**src/rxp_map.svh**
```systemverilog
// constants for the receive pin interface and management pins
`ifndef RXP_MAP_SVH
`define RXP_MAP_SVH

// ==================================================
// timing
`define RXP_SYS_PERIOD_NS 50
`define RXP_CLK10_PERIOD_NS 400
`define RXP_CLK100_PERIOD_NS 40
`define RXP_CLKRMII_PERIOD_NS 20
`define RXP_HALF_CYC(p) ((((p) / 2) / `RXP_SYS_PERIOD_NS) > 0 ? (((p) / 2) / `RXP_SYS_PERIOD_NS) : 1)
`define RXP_HALF10 `RXP_HALF_CYC(`RXP_CLK10_PERIOD_NS)
`define RXP_HALF100 `RXP_HALF_CYC(`RXP_CLK100_PERIOD_NS)
`define RXP_HALFRMII `RXP_HALF_CYC(`RXP_CLKRMII_PERIOD_NS)

// ==================================================
// bootstrap bit positions within the captured pin vector {er, dv, d[3:0]}
`define RXP_STRAP_RMII 0
`define RXP_STRAP_SLAVE 1
`define RXP_STRAP_REPEATER 2
`define RXP_STRAP_SPEED100 3
`define RXP_STRAP_ERR 5
`define RXP_CFG_RST 5'h00

// ==================================================
// buffering and management frame
`define RXP_FIFO_WIDTH 7
`define RXP_FIFO_DEPTH 8
`define RXP_PHY_ADDR 5'h01
`define RXP_MD_PRE_BITS 6'h20
`define RXP_MD_HDR_LAST 5'h0C
`define RXP_MD_DATA_BITS 5'h10
`define RXP_MD_WR_BITS 5'h12
`define RXP_MD_OP_READ 2'h2
`define RXP_MD_OP_WRITE 2'h1

`endif

```
**src/rxp_pkg.sv**
```systemverilog
// types shared by the receive pin interface modules
package rxp_pkg;

  typedef enum logic [2:0] {
    MD_IDLE,
    MD_HDR,
    MD_TA,
    MD_RD,
    MD_WR
  } rxp_md_state_t;

  typedef struct packed {
    logic err;
    logic crs;
    logic dv;
    logic [3:0] d;
  } rxp_word_t;

  typedef struct packed {
    logic bootstrap_err;
    logic speed100;
    logic repeater;
    logic rmii_slave;
    logic rmii;
  } rxp_cfg_t;

endpackage

```
**src/rxp_stream_if.sv**
```systemverilog
// valid/ready stream between the pin logic and its receive buffer
`timescale 1ns/1ps
interface rxp_stream_if #(parameter int W = 7);
  logic wr_valid;
  logic wr_ready;
  logic [W-1:0] wr_data;
  logic rd_valid;
  logic rd_ready;
  logic [W-1:0] rd_data;

  modport fifo (input wr_valid, input wr_data, output wr_ready,
                output rd_valid, output rd_data, input rd_ready);
  modport user (output wr_valid, output wr_data, input wr_ready,
                input rd_valid, input rd_data, output rd_ready);
endinterface
```
**src/rxp_fifo.sv**
```systemverilog
// flop based receive fifo with valid/ready on both sides
`timescale 1ns/1ps
module rxp_fifo #(
  parameter int WIDTH = 7,
  parameter int DEPTH = 8
) (
  input wire logic clk_i,
  input wire logic rst_n_i,
  rxp_stream_if.fifo s
);
  localparam int AW = $clog2(DEPTH);

  logic [WIDTH-1:0] mem [DEPTH];
  logic [AW:0] wr_ptr;
  logic [AW:0] rd_ptr;
  wire full = (wr_ptr[AW] != rd_ptr[AW]) && (wr_ptr[AW-1:0] == rd_ptr[AW-1:0]);
  wire empty = (wr_ptr == rd_ptr);
  wire push = s.wr_valid && !full;
  wire pop = s.rd_ready && !empty;

  assign s.wr_ready = !full;
  assign s.rd_valid = !empty;
  assign s.rd_data = mem[rd_ptr[AW-1:0]];

  always_ff @(posedge clk_i or negedge rst_n_i) begin
    if (!rst_n_i) begin
      wr_ptr <= '0;
      rd_ptr <= '0;
    end else begin
      if (push) wr_ptr <= wr_ptr + {{AW{1'b0}}, 1'b1};
      if (pop) rd_ptr <= rd_ptr + {{AW{1'b0}}, 1'b1};
    end
  end

  // storage needs no reset; empty masks stale words
  always_ff @(posedge clk_i) begin
    if (push) mem[wr_ptr[AW-1:0]] <= s.wr_data;
  end
endmodule

```
**src/rxp_rx_pins.sv**
```systemverilog
// receive pin interface and management pins of a 10/100 line interface
`timescale 1ns/1ps
`include "rxp_map.svh"
module rxp_rx_pins (
  input wire logic ref_clk_i,
  input wire logic rst_b_i,
  input wire logic por_b_i,
  input wire logic line_clk_i,
  input wire logic [3:0] line_d_i,
  input wire logic line_dv_i,
  input wire logic line_crs_i,
  input wire logic line_err_i,
  input wire logic [3:0] rx_d_i,
  output logic [3:0] rx_d_o,
  output logic rx_d_oe_o,
  input wire logic rx_dv_i,
  output logic rx_dv_o,
  output logic rx_dv_oe_o,
  input wire logic rx_er_i,
  output logic rx_er_o,
  output logic rx_er_oe_o,
  output logic rx_clk_o,
  output logic rx_clk_oe_o,
  input wire logic mdc_i,
  input wire logic mdio_i,
  output logic mdio_o,
  output logic mdio_oe_o,
  output logic [4:0] cfg_o,
  output logic overrun_o
);

  // ==================================================
  // reset release
  logic [1:0] rst_sync;
  logic [1:0] por_sync;
  wire rst_src_b = rst_b_i & por_b_i;
  wire rst_n = rst_sync[1];
  wire por_n = por_sync[1];

  always_ff @(posedge ref_clk_i or negedge rst_src_b) begin
    if (!rst_src_b) rst_sync <= 2'h0;
    else rst_sync <= {rst_sync[0], 1'b1};
  end

  always_ff @(posedge ref_clk_i or negedge por_b_i) begin
    if (!por_b_i) por_sync <= 2'h0;
    else por_sync <= {por_sync[0], 1'b1};
  end

  // ==================================================
  // pin synchronisers; the management clock is treated as foreign like any pin
  logic [15:0] meta;
  logic [15:0] sync;
  logic lclk_q;
  logic mdc_q;
  wire [15:0] raw = {line_clk_i, line_err_i, line_crs_i, line_dv_i, line_d_i,
                     rx_er_i, rx_dv_i, rx_d_i, mdc_i, mdio_i};

  always_ff @(posedge ref_clk_i or negedge rst_src_b) begin
    if (!rst_src_b) begin
      meta <= 16'h0000;
      sync <= 16'h0000;
      lclk_q <= 1'b0;
      mdc_q <= 1'b0;
    end else begin
      meta <= raw;
      sync <= meta;
      lclk_q <= sync[15];
      mdc_q <= sync[1];
    end
  end

  wire lclk_rise = sync[15] && !lclk_q;
  wire mdc_rise = sync[1] && !mdc_q;
  wire mdio_s = sync[0];
  wire [5:0] strap_pins = sync[7:2];
  rxp_pkg::rxp_word_t line_word;
  assign line_word = rxp_pkg::rxp_word_t'(sync[14:8]);

  // ==================================================
  // bootstrap capture, kept across pin resets
  rxp_pkg::rxp_cfg_t cfg;
  logic strap_done;

  always_ff @(posedge ref_clk_i or negedge por_n) begin
    if (!por_n) begin
      cfg <= rxp_pkg::rxp_cfg_t'(`RXP_CFG_RST);
      strap_done <= 1'b0;
    end else if (!strap_done && rst_n) begin
      cfg.rmii <= strap_pins[`RXP_STRAP_RMII];
      cfg.rmii_slave <= strap_pins[`RXP_STRAP_SLAVE];
      cfg.repeater <= strap_pins[`RXP_STRAP_REPEATER];
      cfg.speed100 <= strap_pins[`RXP_STRAP_SPEED100];
      cfg.bootstrap_err <= strap_pins[`RXP_STRAP_ERR];
      strap_done <= 1'b1;
    end
  end

  assign cfg_o = cfg;

  // ==================================================
  // line side: one word per recovered clock rise with dv, crs or err set into the buffer
  rxp_stream_if #(.W(`RXP_FIFO_WIDTH)) strm ();
  logic hold_v;
  rxp_pkg::rxp_word_t hold;
  logic overrun;
  wire take = lclk_rise && (line_word.dv || line_word.crs || line_word.err);
  wire pushed = hold_v && strm.wr_ready;

  assign strm.wr_valid = hold_v;
  assign strm.wr_data = hold;

  // a full buffer stalls the hold stage; a word arriving meanwhile is lost and flagged
  always_ff @(posedge ref_clk_i or negedge rst_n) begin
    if (!rst_n) begin
      hold_v <= 1'b0;
      hold <= '0;
      overrun <= 1'b0;
    end else begin
      if (take && (!hold_v || pushed)) begin
        hold <= line_word;
        hold_v <= 1'b1;
      end else if (pushed) begin
        hold_v <= 1'b0;
      end
      if (take && hold_v && !pushed) overrun <= 1'b1;
    end
  end

  assign overrun_o = overrun;

  rxp_fifo #(
    .WIDTH(`RXP_FIFO_WIDTH),
    .DEPTH(`RXP_FIFO_DEPTH)
  ) u_fifo (
    .clk_i(ref_clk_i),
    .rst_n_i(rst_n),
    .s(strm)
  );

  // ==================================================
  // receive clock divider
  logic [2:0] div_cnt;
  logic rx_clk_r;
  wire rmii_master = cfg.rmii && !cfg.rmii_slave;
  wire mii10 = !cfg.rmii && !cfg.speed100;
  wire [2:0] half_cyc = cfg.rmii ? 3'(`RXP_HALFRMII) :
                        cfg.speed100 ? 3'(`RXP_HALF100) : 3'(`RXP_HALF10);
  wire div_wrap = (div_cnt >= half_cyc - 3'h1);
  wire rise_tick = div_wrap && !rx_clk_r;

  always_ff @(posedge ref_clk_i or negedge rst_n) begin
    if (!rst_n) begin
      div_cnt <= 3'h0;
      rx_clk_r <= 1'b0;
    end else if (div_wrap) begin
      div_cnt <= 3'h0;
      rx_clk_r <= !rx_clk_r;
    end else begin
      div_cnt <= div_cnt + 3'h1;
    end
  end

  // ==================================================
  // drain side: nibbles in mii; in rmii the low dibit, then the high dibit only for words with dv set
  logic phase;
  rxp_pkg::rxp_word_t cur;
  rxp_pkg::rxp_word_t rd_word;
  logic pins_on;
  assign rd_word = rxp_pkg::rxp_word_t'(strm.rd_data);
  wire want = rise_tick && (!cfg.rmii || !phase);
  wire rd_fire = want && strm.rd_valid;
  assign strm.rd_ready = want;
  wire rd_valid_ind = cfg.repeater ? rd_word.dv : (rd_word.dv || rd_word.crs);
  wire next_dv = cfg.rmii ? rd_valid_ind : rd_word.dv;
  wire [3:0] next_d = cfg.rmii ? {2'h0, rd_word.d[1:0]} : rd_word.d;

  always_ff @(posedge ref_clk_i or negedge rst_n) begin
    if (!rst_n) begin
      phase <= 1'b0;
      cur <= '0;
      rx_d_o <= 4'h0;
      rx_dv_o <= 1'b0;
      rx_er_o <= 1'b0;
    end else if (rise_tick) begin
      if (cfg.rmii && phase) begin
        rx_d_o <= {2'h0, cur.d[3:2]};
        phase <= 1'b0;
      end else if (rd_fire) begin
        cur <= rd_word;
        rx_d_o <= next_d;
        rx_dv_o <= next_dv;
        rx_er_o <= rd_word.err;
        phase <= cfg.rmii && rd_word.dv;
      end else begin
        rx_d_o <= 4'h0;
        rx_dv_o <= 1'b0;
        rx_er_o <= 1'b0;
      end
    end
  end

  // ==================================================
  // pin direction: inputs while in reset, outputs once straps are in; the receive clock stays an input for an rmii slave
  always_ff @(posedge ref_clk_i or negedge rst_n) begin
    if (!rst_n) begin
      pins_on <= 1'b0;
      rx_clk_o <= 1'b0;
      rx_clk_oe_o <= 1'b0;
    end else begin
      pins_on <= strap_done;
      rx_clk_o <= rx_clk_r;
      rx_clk_oe_o <= strap_done && !(cfg.rmii && cfg.rmii_slave);
    end
  end

  assign rx_d_oe_o = pins_on;
  assign rx_dv_oe_o = pins_on;
  assign rx_er_oe_o = pins_on;

  // ==================================================
  // management frame slave
  rxp_pkg::rxp_md_state_t md_state;
  logic [5:0] pre_cnt;
  logic [4:0] bit_cnt;
  logic [11:0] hdr;
  logic [15:0] md_sh;
  wire [12:0] frame = {hdr, mdio_s};
  wire md_match = frame[12] && (frame[9:5] == `RXP_PHY_ADDR);
  wire [15:0] md_status = {10'h000, cfg, overrun};

  always_ff @(posedge ref_clk_i or negedge rst_n) begin
    if (!rst_n) begin
      md_state <= rxp_pkg::MD_IDLE;
      pre_cnt <= 6'h00;
      bit_cnt <= 5'h00;
      hdr <= 12'h000;
      md_sh <= 16'h0000;
      mdio_o <= 1'b0;
      mdio_oe_o <= 1'b0;
    end else if (mdc_rise) begin
      case (md_state)
        rxp_pkg::MD_IDLE: begin
          if (mdio_s) begin
            if (pre_cnt < `RXP_MD_PRE_BITS) pre_cnt <= pre_cnt + 6'h01;
          end else begin
            if (pre_cnt >= `RXP_MD_PRE_BITS) md_state <= rxp_pkg::MD_HDR;
            pre_cnt <= 6'h00;
            bit_cnt <= 5'h00;
          end
        end
        rxp_pkg::MD_HDR: begin
          hdr <= frame[11:0];
          bit_cnt <= bit_cnt + 5'h01;
          if (bit_cnt == `RXP_MD_HDR_LAST) begin
            bit_cnt <= 5'h00;
            if (md_match && frame[11:10] == `RXP_MD_OP_READ) md_state <= rxp_pkg::MD_TA;
            else if (md_match && frame[11:10] == `RXP_MD_OP_WRITE) md_state <= rxp_pkg::MD_WR;
            else md_state <= rxp_pkg::MD_IDLE;
          end
        end
        rxp_pkg::MD_TA: begin
          // first turnaround bit left released, second driven low
          mdio_oe_o <= 1'b1;
          mdio_o <= 1'b0;
          md_sh <= md_status;
          md_state <= rxp_pkg::MD_RD;
        end
        rxp_pkg::MD_RD: begin
          if (bit_cnt == `RXP_MD_DATA_BITS) begin
            mdio_oe_o <= 1'b0;
            md_state <= rxp_pkg::MD_IDLE;
          end else begin
            mdio_o <= md_sh[15];
            md_sh <= {md_sh[14:0], 1'b0};
            bit_cnt <= bit_cnt + 5'h01;
          end
        end
        rxp_pkg::MD_WR: begin
          // write data is accepted and discarded: nothing here is writable
          bit_cnt <= bit_cnt + 5'h01;
          if (bit_cnt == `RXP_MD_WR_BITS - 5'h01) md_state <= rxp_pkg::MD_IDLE;
        end
        default: md_state <= rxp_pkg::MD_IDLE;
      endcase
    end
  end
endmodule

```
**config.mk**
```make
export PLATFORM = sky130hd
export DESIGN_NAME = rxp_rx_pins
export DESIGN_NICKNAME = d
export VERILOG_FILES = /design/src/rxp_pkg.sv /design/src/rxp_stream_if.sv /design/src/rxp_fifo.sv /design/src/rxp_rx_pins.sv
export VERILOG_INCLUDE_DIRS = /design/src
export SDC_FILE = /design/constraint.sdc
export NUM_CORES = 1
export LEC_CHECK = 0
export BUFFER_PORTS_ARGS = -buffer_cell sky130_fd_sc_hd__buf_4
export CAP_MARGIN = 40
export CORE_MARGIN = 2
export CORE_UTILIZATION = 40
export CTS_BUF_LIST = sky130_fd_sc_hd__clkbuf_4 sky130_fd_sc_hd__clkbuf_8
export DETAILED_ROUTE_END_ITERATION = 10
export PLACE_DENSITY = 0.56
export SLEW_MARGIN = 20
export SYNTH_ARGS = -nofsm -noshare
export SYNTH_HDL_FRONTEND = slang
export SYNTH_SLANG_ARGS = --single-unit
```
**constraint.sdc**
```tcl
create_clock -name ref_clk_i -period 6.7 [get_ports ref_clk_i]
set_clock_uncertainty 0.15 [all_clocks]
set_input_delay 0.67 -clock ref_clk_i [delete_from_list [all_inputs] [get_ports ref_clk_i]]
set_output_delay 0.67 -clock ref_clk_i [all_outputs]
set_load 0.02 [all_outputs]
```
==> results of run 1 <==
[what timing repair did]
action,CTS,global route
setup endpoints to repair,0,0
endpoints found under the hold margin,8,0
hold buffers,2,0
gates resized for setup,0,0
[metrics by stage]
step           total power, mW  cell area (um^2)
6_report                  2.93              7850
5_1_grt                   3.12              7850
4_1_cts                   2.97              7820
3_5_place_dp              2.19              7370
3_3_place_gp              2.15              7350
2_1_floorplan             1.99              6900
[final timing paths]
kind / endpoint / slack (ns) / cells after the start / start
min: meta[5] / 0.06 / 2 / rst_b_i
max reg2reg: u_fifo.mem[4][2] / 3.73 / 4 / u_fifo.rd_ptr[2]
min in group ref_clk_i: meta[3] / 0.17 / 1 / rx_d_i[1]
min reg2reg: rx_clk_oe_o / 0.11 / 0 / rst_sync[1]
max: u_fifo.mem[4][2] / 3.73 / 4 / u_fifo.rd_ptr[2]
max in group asynchronous: hold[5] / 5.29 / 1 / rst_sync[1]
[logic make-up (layout without fill, tap and decap cells)]
kind of cell | after synthesis | in the layout | share of synthesized area, %
XOR/XNOR | 11 | 11 | 1.40
AO/OA/AOI/OAI | 65 | 65 | 6.39
flip-flops | 175 | 175 | 67.6
adder cells (fa/ha/maj) | 10 | 10 | 1.80
buffers and inverters | 35 | 91 | 2.41
AND/OR/NAND/NOR | 123 | 123 | 9.37
other | 1 | 2 | 0.0544
multiplexers | 53 | 53 | 11.0
[layout by cell type (no fill, tap or decap), drive strengths merged, types with 4 or more instances in the layout]
cell	count
mux2i	10
nand2	54
xnor2	7
clkbuf	23
and2	5
nand2b	6
a22o	4
mux2	30
xor2	4
a21oi	6
ha	9
dfrtp	119
nor2b	7
clkinv	4
mux4	13
inv	16
or2	4
nor2	20
o21ai	34
edfxtp	56
buf	43
[state kept, by name, indices dropped and copies added (netlist names), 6 cells and up]
register,cells
pre_cnt,6
u_fifo.mem,56
hdr,12
meta,15
hold,7
sync,15
md_sh,16
[cells in the mapped netlist (5+ instances only)]
| library cell | instances | share of area, % |
|---|---|---|
| nand2_1 | 54 | 2.9 |
| nor2_1 | 19 | 1.0 |
| mux4_1 | 7 | 2.7 |
| edfxtp_1 | 56 | 24 |
| mux2i_1 | 10 | 1.5 |
| ha_1 | 9 | 1.6 |
| mux2_2 | 30 | 4.9 |
| inv_1 | 14 | 0.76 |
| dfrtp_1 | 119 | 43 |
| nand2b_1 | 5 | 0.45 |
| mux4_2 | 6 | 2.0 |
| buf_2 | 12 | 0.87 |
| xnor2_1 | 7 | 0.89 |
| nor2b_1 | 7 | 0.64 |
| a21oi_1 | 5 | 0.36 |
| o21ai_0 | 34 | 2.5 |
[area by class of cell]
cell class / count / area, um^2 / share of cell area (%)
Inverter: 14 / 52.6 / 0.669
Timing Repair Buffer: 45 / 358 / 4.56
Tap cell: 220 / 275 / 3.51
Multi-Input combinational cell: 264 / 2080 / 26.4
Clock buffer: 23 / 298 / 3.79
Clock inverter: 9 / 129 / 1.64
Sequential cell: 175 / 4660 / 59.4
[per-layer routing]
metal  vias up  global-route usage [%]  part of all wire [%]
li1       1780                       -                     -
met1      1886                    19.7                    47
met2        75                    22.5                    47
met3        12                    4.04                   4.4
met4         0                    4.69                   1.2
met5         -                       0                     0
[worst max-delay path: stages (launching register included)]
cell and delay, ns:
dfrtp_1 0.85, xnor2_1 0.19, and4b_1 0.33, or3_1 0.41, nor2_1 0.66
[power by group]
group / leakage [nW] / internal, mW / switching, mW
Clock: 0.225 / 0.412 / 0.360
Sequential: 2.00 / 1.28 / 0.179
Combinational: 1.04 / 0.332 / 0.361
Total: 3.26 / 2.03 / 0.900
==> run_results.csv, run 1 <==
group,metric,value,unit
run_status,outcome,"completed",
sta,whs,0.0646,ns
clock_network,cts_inserted_buffers,17,
clock_network,cts_tree,"done",
routing,postRouteAntennaNets,0,
placement,hpwl,7990,um
critical_path,cp.required,6.63,ns
layout,drive_above_1_share,24.0,%
power_and_ir_drop,p_leak,3.26,nW
routing,first_pass_iters,4,
floorplan,std_cell_rows,47,
routing,vias,3753,
clock_network,cts_max_level,4,
sta,timing.fmax,0.337,GHz
layout,area_growth,13.9,%
routing,drc,0,
yosys,yosysUniqueCellTypes,59,
global_route,grt_max_degree,50,
yosys,synth_edf_count,56,
critical_path,cp-end-kind,"flop",
critical_path,critPathLaunchType,"flop",
global_route,grt_usage,14.4,%
placement,preCtsSetupSlack,3.70,ns
yosys,ys.warnings.count,0,
floorplan,initial_utilization,41.3,%
clock_network,root_buffer,"clkbuf_8",
sta,fin_crit,2.97,ns
yosys,synth_flop_cell,"dfrtp_1",
critical_path,cp.arrival,2.90,ns
global_route,grt_pass1_vias,3792,
sta,setup_violations,0,
routing,via_per_inst,5.00,
global_route,grt_first_pass_wirelength,19900,um
sta,finalCritPeriodShare,44.3,%
routing,first_iter_violations,267,
yosys,synth_area_per_cell,14.6,um^2
yosys,netlist_area,0.00689,mm^2
yosys,synthArstFlopShare,68.0,%
routing,drt-total-wl,12100,um
clock_network,clk_latency,0.45,ns
layout,antenna_cells,0,
power_and_ir_drop,pwr_density_cell,373,mW/mm^2
sta,drv_slew,0,
yosys,synthCells,473,
layout,final_cells,750,
placement,dp.cells,714,
sta,fin_ws,3.73,ns
layout,fillers,1503,
global_route,antenna_found_initial,0,
clock_network,path_clk_slew,0.09,ns
placement,io_buffers,36,
floorplan,die_area,0.0183,mm^2
critical_path,crit_type,"reg -> reg",
floorplan,core_region_area,0.0167,mm^2
clock_network,cts_setup_buffers,0,
floorplan,fp.dieW,135,um
sta,final_hold_viol_count,0,
sta,fin_tns_setup,0,ns
placement,gp_congestion,0.721,
floorplan,die_h,135,um
critical_path,worst-path-max-fanout,17,
hold_path,hold_path_class,"in -> async",
yosys,ys_ff_latch,175,
yosys,ys_seq_area_share,67.6,%
sta,rsz0062_at_grt,"no",
layout,fin_util,47.0,%
routing,routed_wire_length_per_instance,16.1,um
sta,max_slew_margin,45.6,%
sta,tightest_slew,0.813,ns
clock_network,cts_buffer_depth,2,
floorplan,ios,38,
flow_run,drv_cap,0,
layout,nets,545,
global_route,gr-total-overflow,0,
power_and_ir_drop,ir_worst_vdd,0.150,mV
clock_network,cts_sinks,175,
Note: power is estimated with default switching activity, not from simulation.
==> run 2, diff against run 1 <==
==> constraint.sdc (replaced) <==
create_clock -name ref_clk_i -period 2.91 [get_ports ref_clk_i]
set_clock_uncertainty 0.15 [all_clocks]
set_input_delay 0.291 -clock ref_clk_i [delete_from_list [all_inputs] [get_ports ref_clk_i]]
set_output_delay 0.291 -clock ref_clk_i [all_outputs]
set_load 0.02 [all_outputs]
==> run_results.csv, run 2 (same netlist as run 1, synthesis figures left out) <==
group,metric,value,unit
placement,gp_congestion,0.727,
run_status,outcome,"completed",
power_and_ir_drop,seq_power_share,49.2,%
layout,antenna_cells,0,
global_route,grt_max_degree,50,
hold_path,hold_path_class,"reg -> async",
critical_path,cpPeakStageDelay,0.43,ns
sta,timing.fmax,0.410,GHz
critical_path,crit_cells,7,
routing,drt-total-wl,12000,um
sta,finalCritPeriodShare,83.9,%
global_route,gr-total-overflow,0,
critical_path,reg2reg_depth,7,
placement,io_buffers,36,
layout,fin_util,48.3,%
layout,drive_above_1_share,24.4,%
critical_path,cp.arrival,2.63,ns
floorplan,fp.dieW,135,um
critical_path,r2r_slack,0.47,ns
routing,vias,3802,
critical_path,cp-end-kind,"flop",
sta,fin_crit,2.44,ns
floorplan,initial_utilization,41.3,%
critical_path,r2r-end,"u_fifo.rd_ptr[1]",
critical_path,crit_slowest_cell,"dfrtp_1",
critical_path,crit_type,"reg -> reg",
floorplan,die_h,135,um
placement,dp.cells,725,
clock_network,cts_sinks,175,
clock_network,cts_setup_buffers,0,
floorplan,std_cell_rows,47,
routing,postRouteAntennaNets,0,
global_route,grt_first_pass_wirelength,19900,um
routing,routed_wire_length_per_instance,15.4,um
flow_run,drv_cap,0,
clock_network,cts_tree,"done",
critical_path,path_delay_family,"adder cells",
power_and_ir_drop,p_leak,3.36,nW
power_and_ir_drop,p_int,4.56,mW
sta,tightest_slew,0.647,ns
layout,fillers,1466,
global_route,antenna_found_initial,0,
sta,fin_tns_setup,0,ns
routing,first_iter_violations,147,
critical_path,cp.required,3.10,ns
power_and_ir_drop,comb_power_share,26.0,%
global_route,grt_pass1_vias,3910,
critical_path,worst-path-max-fanout,10,
layout,largest_reg_flops,56,
critical_path,crit_chain,"or2_1, inv_1, ha_1, nand2b_1, maj3_2, o211ai_4, mux2_2",
power_and_ir_drop,pwr_density_cell,827,mW/mm^2
sta,max_slew_margin,56.9,%
sta,drv_slew,0,
clock_network,clk_latency,0.45,ns
power_and_ir_drop,ir_worst_vdd,0.363,mV
placement,hpwl,7800,um
critical_path,critPathBufInv,1,
routing,drc,0,
power_and_ir_drop,power_frac_clock,24.8,%
clock_network,path_clk_slew,0.09,ns
layout,nets,572,
sta,setup_violations,0,
layout,area_growth,17.0,%
floorplan,ios,38,
critical_path,critPathLaunchType,"flop",
power_and_ir_drop,power_switching_share,31.6,%
clock_network,cts_inserted_buffers,17,
layout,final_cell_mix,"dfrtp_1, edfxtp_1, nand2_1",
critical_path,crit-reg2reg-launch,"cfg_o[3]",
sta,rsz0062_at_grt,"no",
sta,final_hold_viol_count,0,
clock_network,cts_max_level,4,
clock_network,root_buffer,"clkbuf_8",
routing,first_pass_iters,4,
floorplan,die_area,0.0183,mm^2
floorplan,core_region_area,0.0167,mm^2
routing,via_per_inst,4.89,
layout,final_cells,777,
global_route,grt_usage,14.3,%
power_and_ir_drop,power.switching,2.10,mW
clock_network,cts_buffer_depth,2,
layout,final_common_cell,"dfrtp_1",
[run 2: cell count changes in the layout (fill, tap and decap cells not counted), sizes merged]
| cell | delta |
|---|---|
| dlygate4sd3 | +17 |
| buf | +10 |
| clkbuf | -4 |
| clkinv | +2 |
| inv | +2 |
| bufinv | -1 |
| clkinvlp | +1 |
[run 2: how the worst max path moves through the flow]
stage                         from               end  slack [ns]
after global routing      cfg_o[3]  u_fifo.rd_ptr[1]        0.32
after floorplan           cfg_o[0]  u_fifo.rd_ptr[1]        0.52
after CTS                 cfg_o[3]  u_fifo.rd_ptr[1]        0.45
final                     cfg_o[3]  u_fifo.rd_ptr[1]        0.47
after global placement    cfg_o[3]  u_fifo.rd_ptr[1]        0.51
after detailed placement  cfg_o[3]  u_fifo.rd_ptr[1]        0.47
[run 2: routing by layer]
layer | global-route usage [%] | up-vias | part of all wire (%)
met1 | 18.8 | 1910 | 48
met3 | 4.15 | 11 | 3.2
met2 | 23.0 | 49 | 48
met4 | 4.51 | 0 | 1.2
li1 | - | 1832 | -
met5 | 0 | - | 0
[run 2: area by class of cell]
class / instances / area, um^2 / share of cell area, %
repair buffers: 72 / 616 / 7.63
clock inverters: 13 / 136 / 1.69
well taps: 220 / 275 / 3.41
clock buffers: 19 / 249 / 3.09
multi-input cells: 264 / 2070 / 25.7
flip-flops and latches: 175 / 4660 / 57.8
inverters: 14 / 52.6 / 0.652
[run 2: timing repair]
item                       4_1_cts  5_1_grt
setup endpoints to repair        0        0
gates resized for setup          0        0
hold endpoints to repair        35        0
hold buffers                    19        0
[run 2: power groups by stage]
stage / logic, mW / registers, mW / clock network, mW
after floorplan: 1.30 / 3.27 / 0
after global placement: 1.68 / 3.31 / 0
after detailed placement: 1.73 / 3.34 / 0
after CTS: 1.76 / 3.29 / 1.71
after global routing: 1.95 / 3.35 / 1.80
final: 1.74 / 3.28 / 1.65
[run 2: through the flow]
stage / power, mW / instance area, um^2 / hold slack (ns) / worst slack [ns]
floorplan: 4.58 / 6900 / -0.155 / 0.518
global route: 7.10 / 8060 / 0.209 / 0.325
CTS: 6.75 / 8050 / 0.200 / 0.451
global placement: 4.99 / 7450 / -0.0739 / 0.507
detailed placement: 5.07 / 7470 / -0.0715 / 0.469
finish: 6.67 / 8060 / 0.191 / 0.469
==> run 3, diff against run 2 <==
--- a/config.mk
+++ b/config.mk
@@ -12,7 +12,7 @@
 export CORE_UTILIZATION = 40
 export CTS_BUF_LIST = sky130_fd_sc_hd__clkbuf_4 sky130_fd_sc_hd__clkbuf_8
 export DETAILED_ROUTE_END_ITERATION = 10
-export PLACE_DENSITY = 0.56
+export PLACE_DENSITY = 0.58
 export SLEW_MARGIN = 20
 export SYNTH_ARGS = -nofsm -noshare
 export SYNTH_HDL_FRONTEND = slang
==> constraint.sdc (replaced) <==
create_clock -name ref_clk_i -period 2.05 [get_ports ref_clk_i]
set_clock_uncertainty 0.15 [all_clocks]
set_input_delay 0.205 -clock ref_clk_i [delete_from_list [all_inputs] [get_ports ref_clk_i]]
set_output_delay 0.205 -clock ref_clk_i [all_outputs]
set_load 0.02 [all_outputs]
==> run_results.csv, run 3 (same netlist as run 1, synthesis figures left out) <==
group,metric,value,unit
routing,first_iter_violations,198,
layout,multi_input_area,0.00225,mm^2
global_route,antenna_found_initial,0,
critical_path,crit_cells,7,
global_route,gr-total-overflow,0,
clock_network,root_buffer,"clkbuf_8",
layout,design_area,0.00865,mm^2
layout,area_growth,25.4,%
clock_network,cts_inserted_buffers,17,
layout,final_cell_mix,"dfrtp_1, buf_4, edfxtp_1",
layout,final_common_cell,"dfrtp_1",
sta,fin_ws,-0.223,ns
sta,setup_violations,20,
clock_network,cts_max_level,4,
critical_path,crit_start,"cfg_o[0]",
flow_run,drv_cap,0,
layout,largest_reg_flops,56,
layout,antenna_cells,0,
power_and_ir_drop,total_power,10.4,mW
floorplan,die_h,135,um
critical_path,crit_chain,"or2_1, inv_1, ha_1, nand2b_4, maj3_2, o211ai_4, mux2_4",
critical_path,crit_type,"reg -> reg",
clock_network,cts_sinks,175,
routing,routed_wire_length_per_instance,15.3,um
layout,drive_above_1_share,34.1,%
sta,rsz0062_at_grt,"yes",
floorplan,ios,38,
layout,regArea,0.00467,mm^2
placement,gp_congestion,0.706,
routing,postRouteAntennaNets,0,
power_and_ir_drop,p_leak,3.64,nW
routing,drt-total-wl,12500,um
power_and_ir_drop,pwr_density_cell,1210,mW/mm^2
layout,fillers,1414,
critical_path,endpoint,"u_fifo.rd_ptr[1]",
placement,placed_cell_area,0.00781,mm^2
clock_network,path_clk_slew,0.09,ns
routing,via_per_inst,4.90,
critical_path,cp.required,2.25,ns
critical_path,r2r-end,"u_fifo.rd_ptr[1]",
floorplan,die_area,0.0183,mm^2
global_route,grt_usage,14.9,%
routing,first_pass_iters,4,
floorplan,std_cell_rows,47,
placement,io_buffers,36,
critical_path,crit-reg2reg-launch,"cfg_o[0]",
critical_path,cp-end-kind,"flop",
clock_network,cts_tree,"done",
sta,fin_crit,2.27,ns
sta,final_hold_viol_count,0,
power_and_ir_drop,ir_worst_vdd,0.625,mV
placement,hpwl,8300,um
routing,vias,4009,
critical_path,worst-path-max-fanout,5,
critical_path,cp.arrival,2.47,ns
sta,finalCritPeriodShare,111,%
routing,drc,0,
clock_network,cts_buffer_depth,2,
global_route,grt_first_pass_wirelength,20700,um
layout,nets,613,
run_status,violations,"negative setup slack",
critical_path,r2r_slack,-0.22,ns
sta,fin_tns_setup,-2.92,ns
hold_path,hold_path_class,"reg -> async",
sta,timing.fmax,0.440,GHz
critical_path,cpPeakStageDelay,0.41,ns
sta,drv_slew,0,
critical_path,critPathLaunchType,"flop",
critical_path,path_delay_family,"adder cells",
critical_path,crit_slowest_cell,"dfrtp_2",
placement,preCtsSetupSlack,-0.181,ns
critical_path,reg2reg_depth,7,
floorplan,core_region_area,0.0167,mm^2
global_route,grt_pass1_vias,4161,
clock_network,clk_latency,0.46,ns
critical_path,critPathBufInv,1,
run_status,outcome,"complete, but fails checks",
floorplan,fp.dieW,135,um
floorplan,initial_utilization,41.3,%
global_route,grt_max_degree,53,
-- run 3: final cells by class --
cell class,count,share of cell area (%)
clock buffer,17,2.71
sequential,175,54.0
multi-input combinational,264,26.1
inverter,14,0.608
timing repair buffer,113,12.0
tap,220,3.18
clock inverter,15,1.48
-- run 3: how the worst min path moves through the flow --
stage	end	slack (ns)	startpoint	cells past startpoint
floorplan	por_sync[0]	-0.24	por_b_i	0
global placement	por_sync[0]	-0.16	por_b_i	1
detailed placement	por_sync[0]	-0.16	por_b_i	1
CTS	md_sh[8]	0.20	rst_sync[1]	1
global route	meta[12]	0.21	line_dv_i	2
finish	div_cnt[0]	0.19	rst_sync[1]	1
-- run 3: routing by layer --
metal	up-vias	GRT usage, %	wire length [um]
met5	-	0	0
met4	0	5.03	158
met3	11	3.78	435
met2	54	25.1	6360
met1	2019	18.9	5530
li1	1925	-	-
-- run 3: worst register-to-register path, cell delays in order (launching register included) --
cell,delay [ns]
dfrtp_2,0.41
or2_1,0.25
inv_1,0.07
ha_1,0.23
nand2b_4,0.14
maj3_2,0.33
o211ai_4,0.27
mux2_4,0.33
-- run 3: stage by stage --
stage | hold slack [ns] | util, % | cells
floorplan | -0.241 | - | 474
global placement | -0.158 | 46.6 | 752
detailed placement | -0.159 | 46.8 | 753
CTS | 0.199 | 51.0 | 815
global route | 0.209 | 51.8 | 818
finish | 0.190 | 51.8 | 818
-- run 3: timing repair --
item / in CTS / in global routing
pin swaps: 7 / 13
hold endpoints to repair: 57 / 0
hold buffers: 19 / 0
gates resized for setup: 19 / 29
setup buffers: 10 / 4
cloned: 1 / 0
setup endpoints to repair: 32 / 64
-- run 3: power by group --
group	total, mW	internal [mW]	switching [mW]	leakage (nW)
Sequential	4.61	4.20	0.403	1.99
Clock	2.19	0.876	1.32	0.181
Combinational	3.64	1.90	1.74	1.46
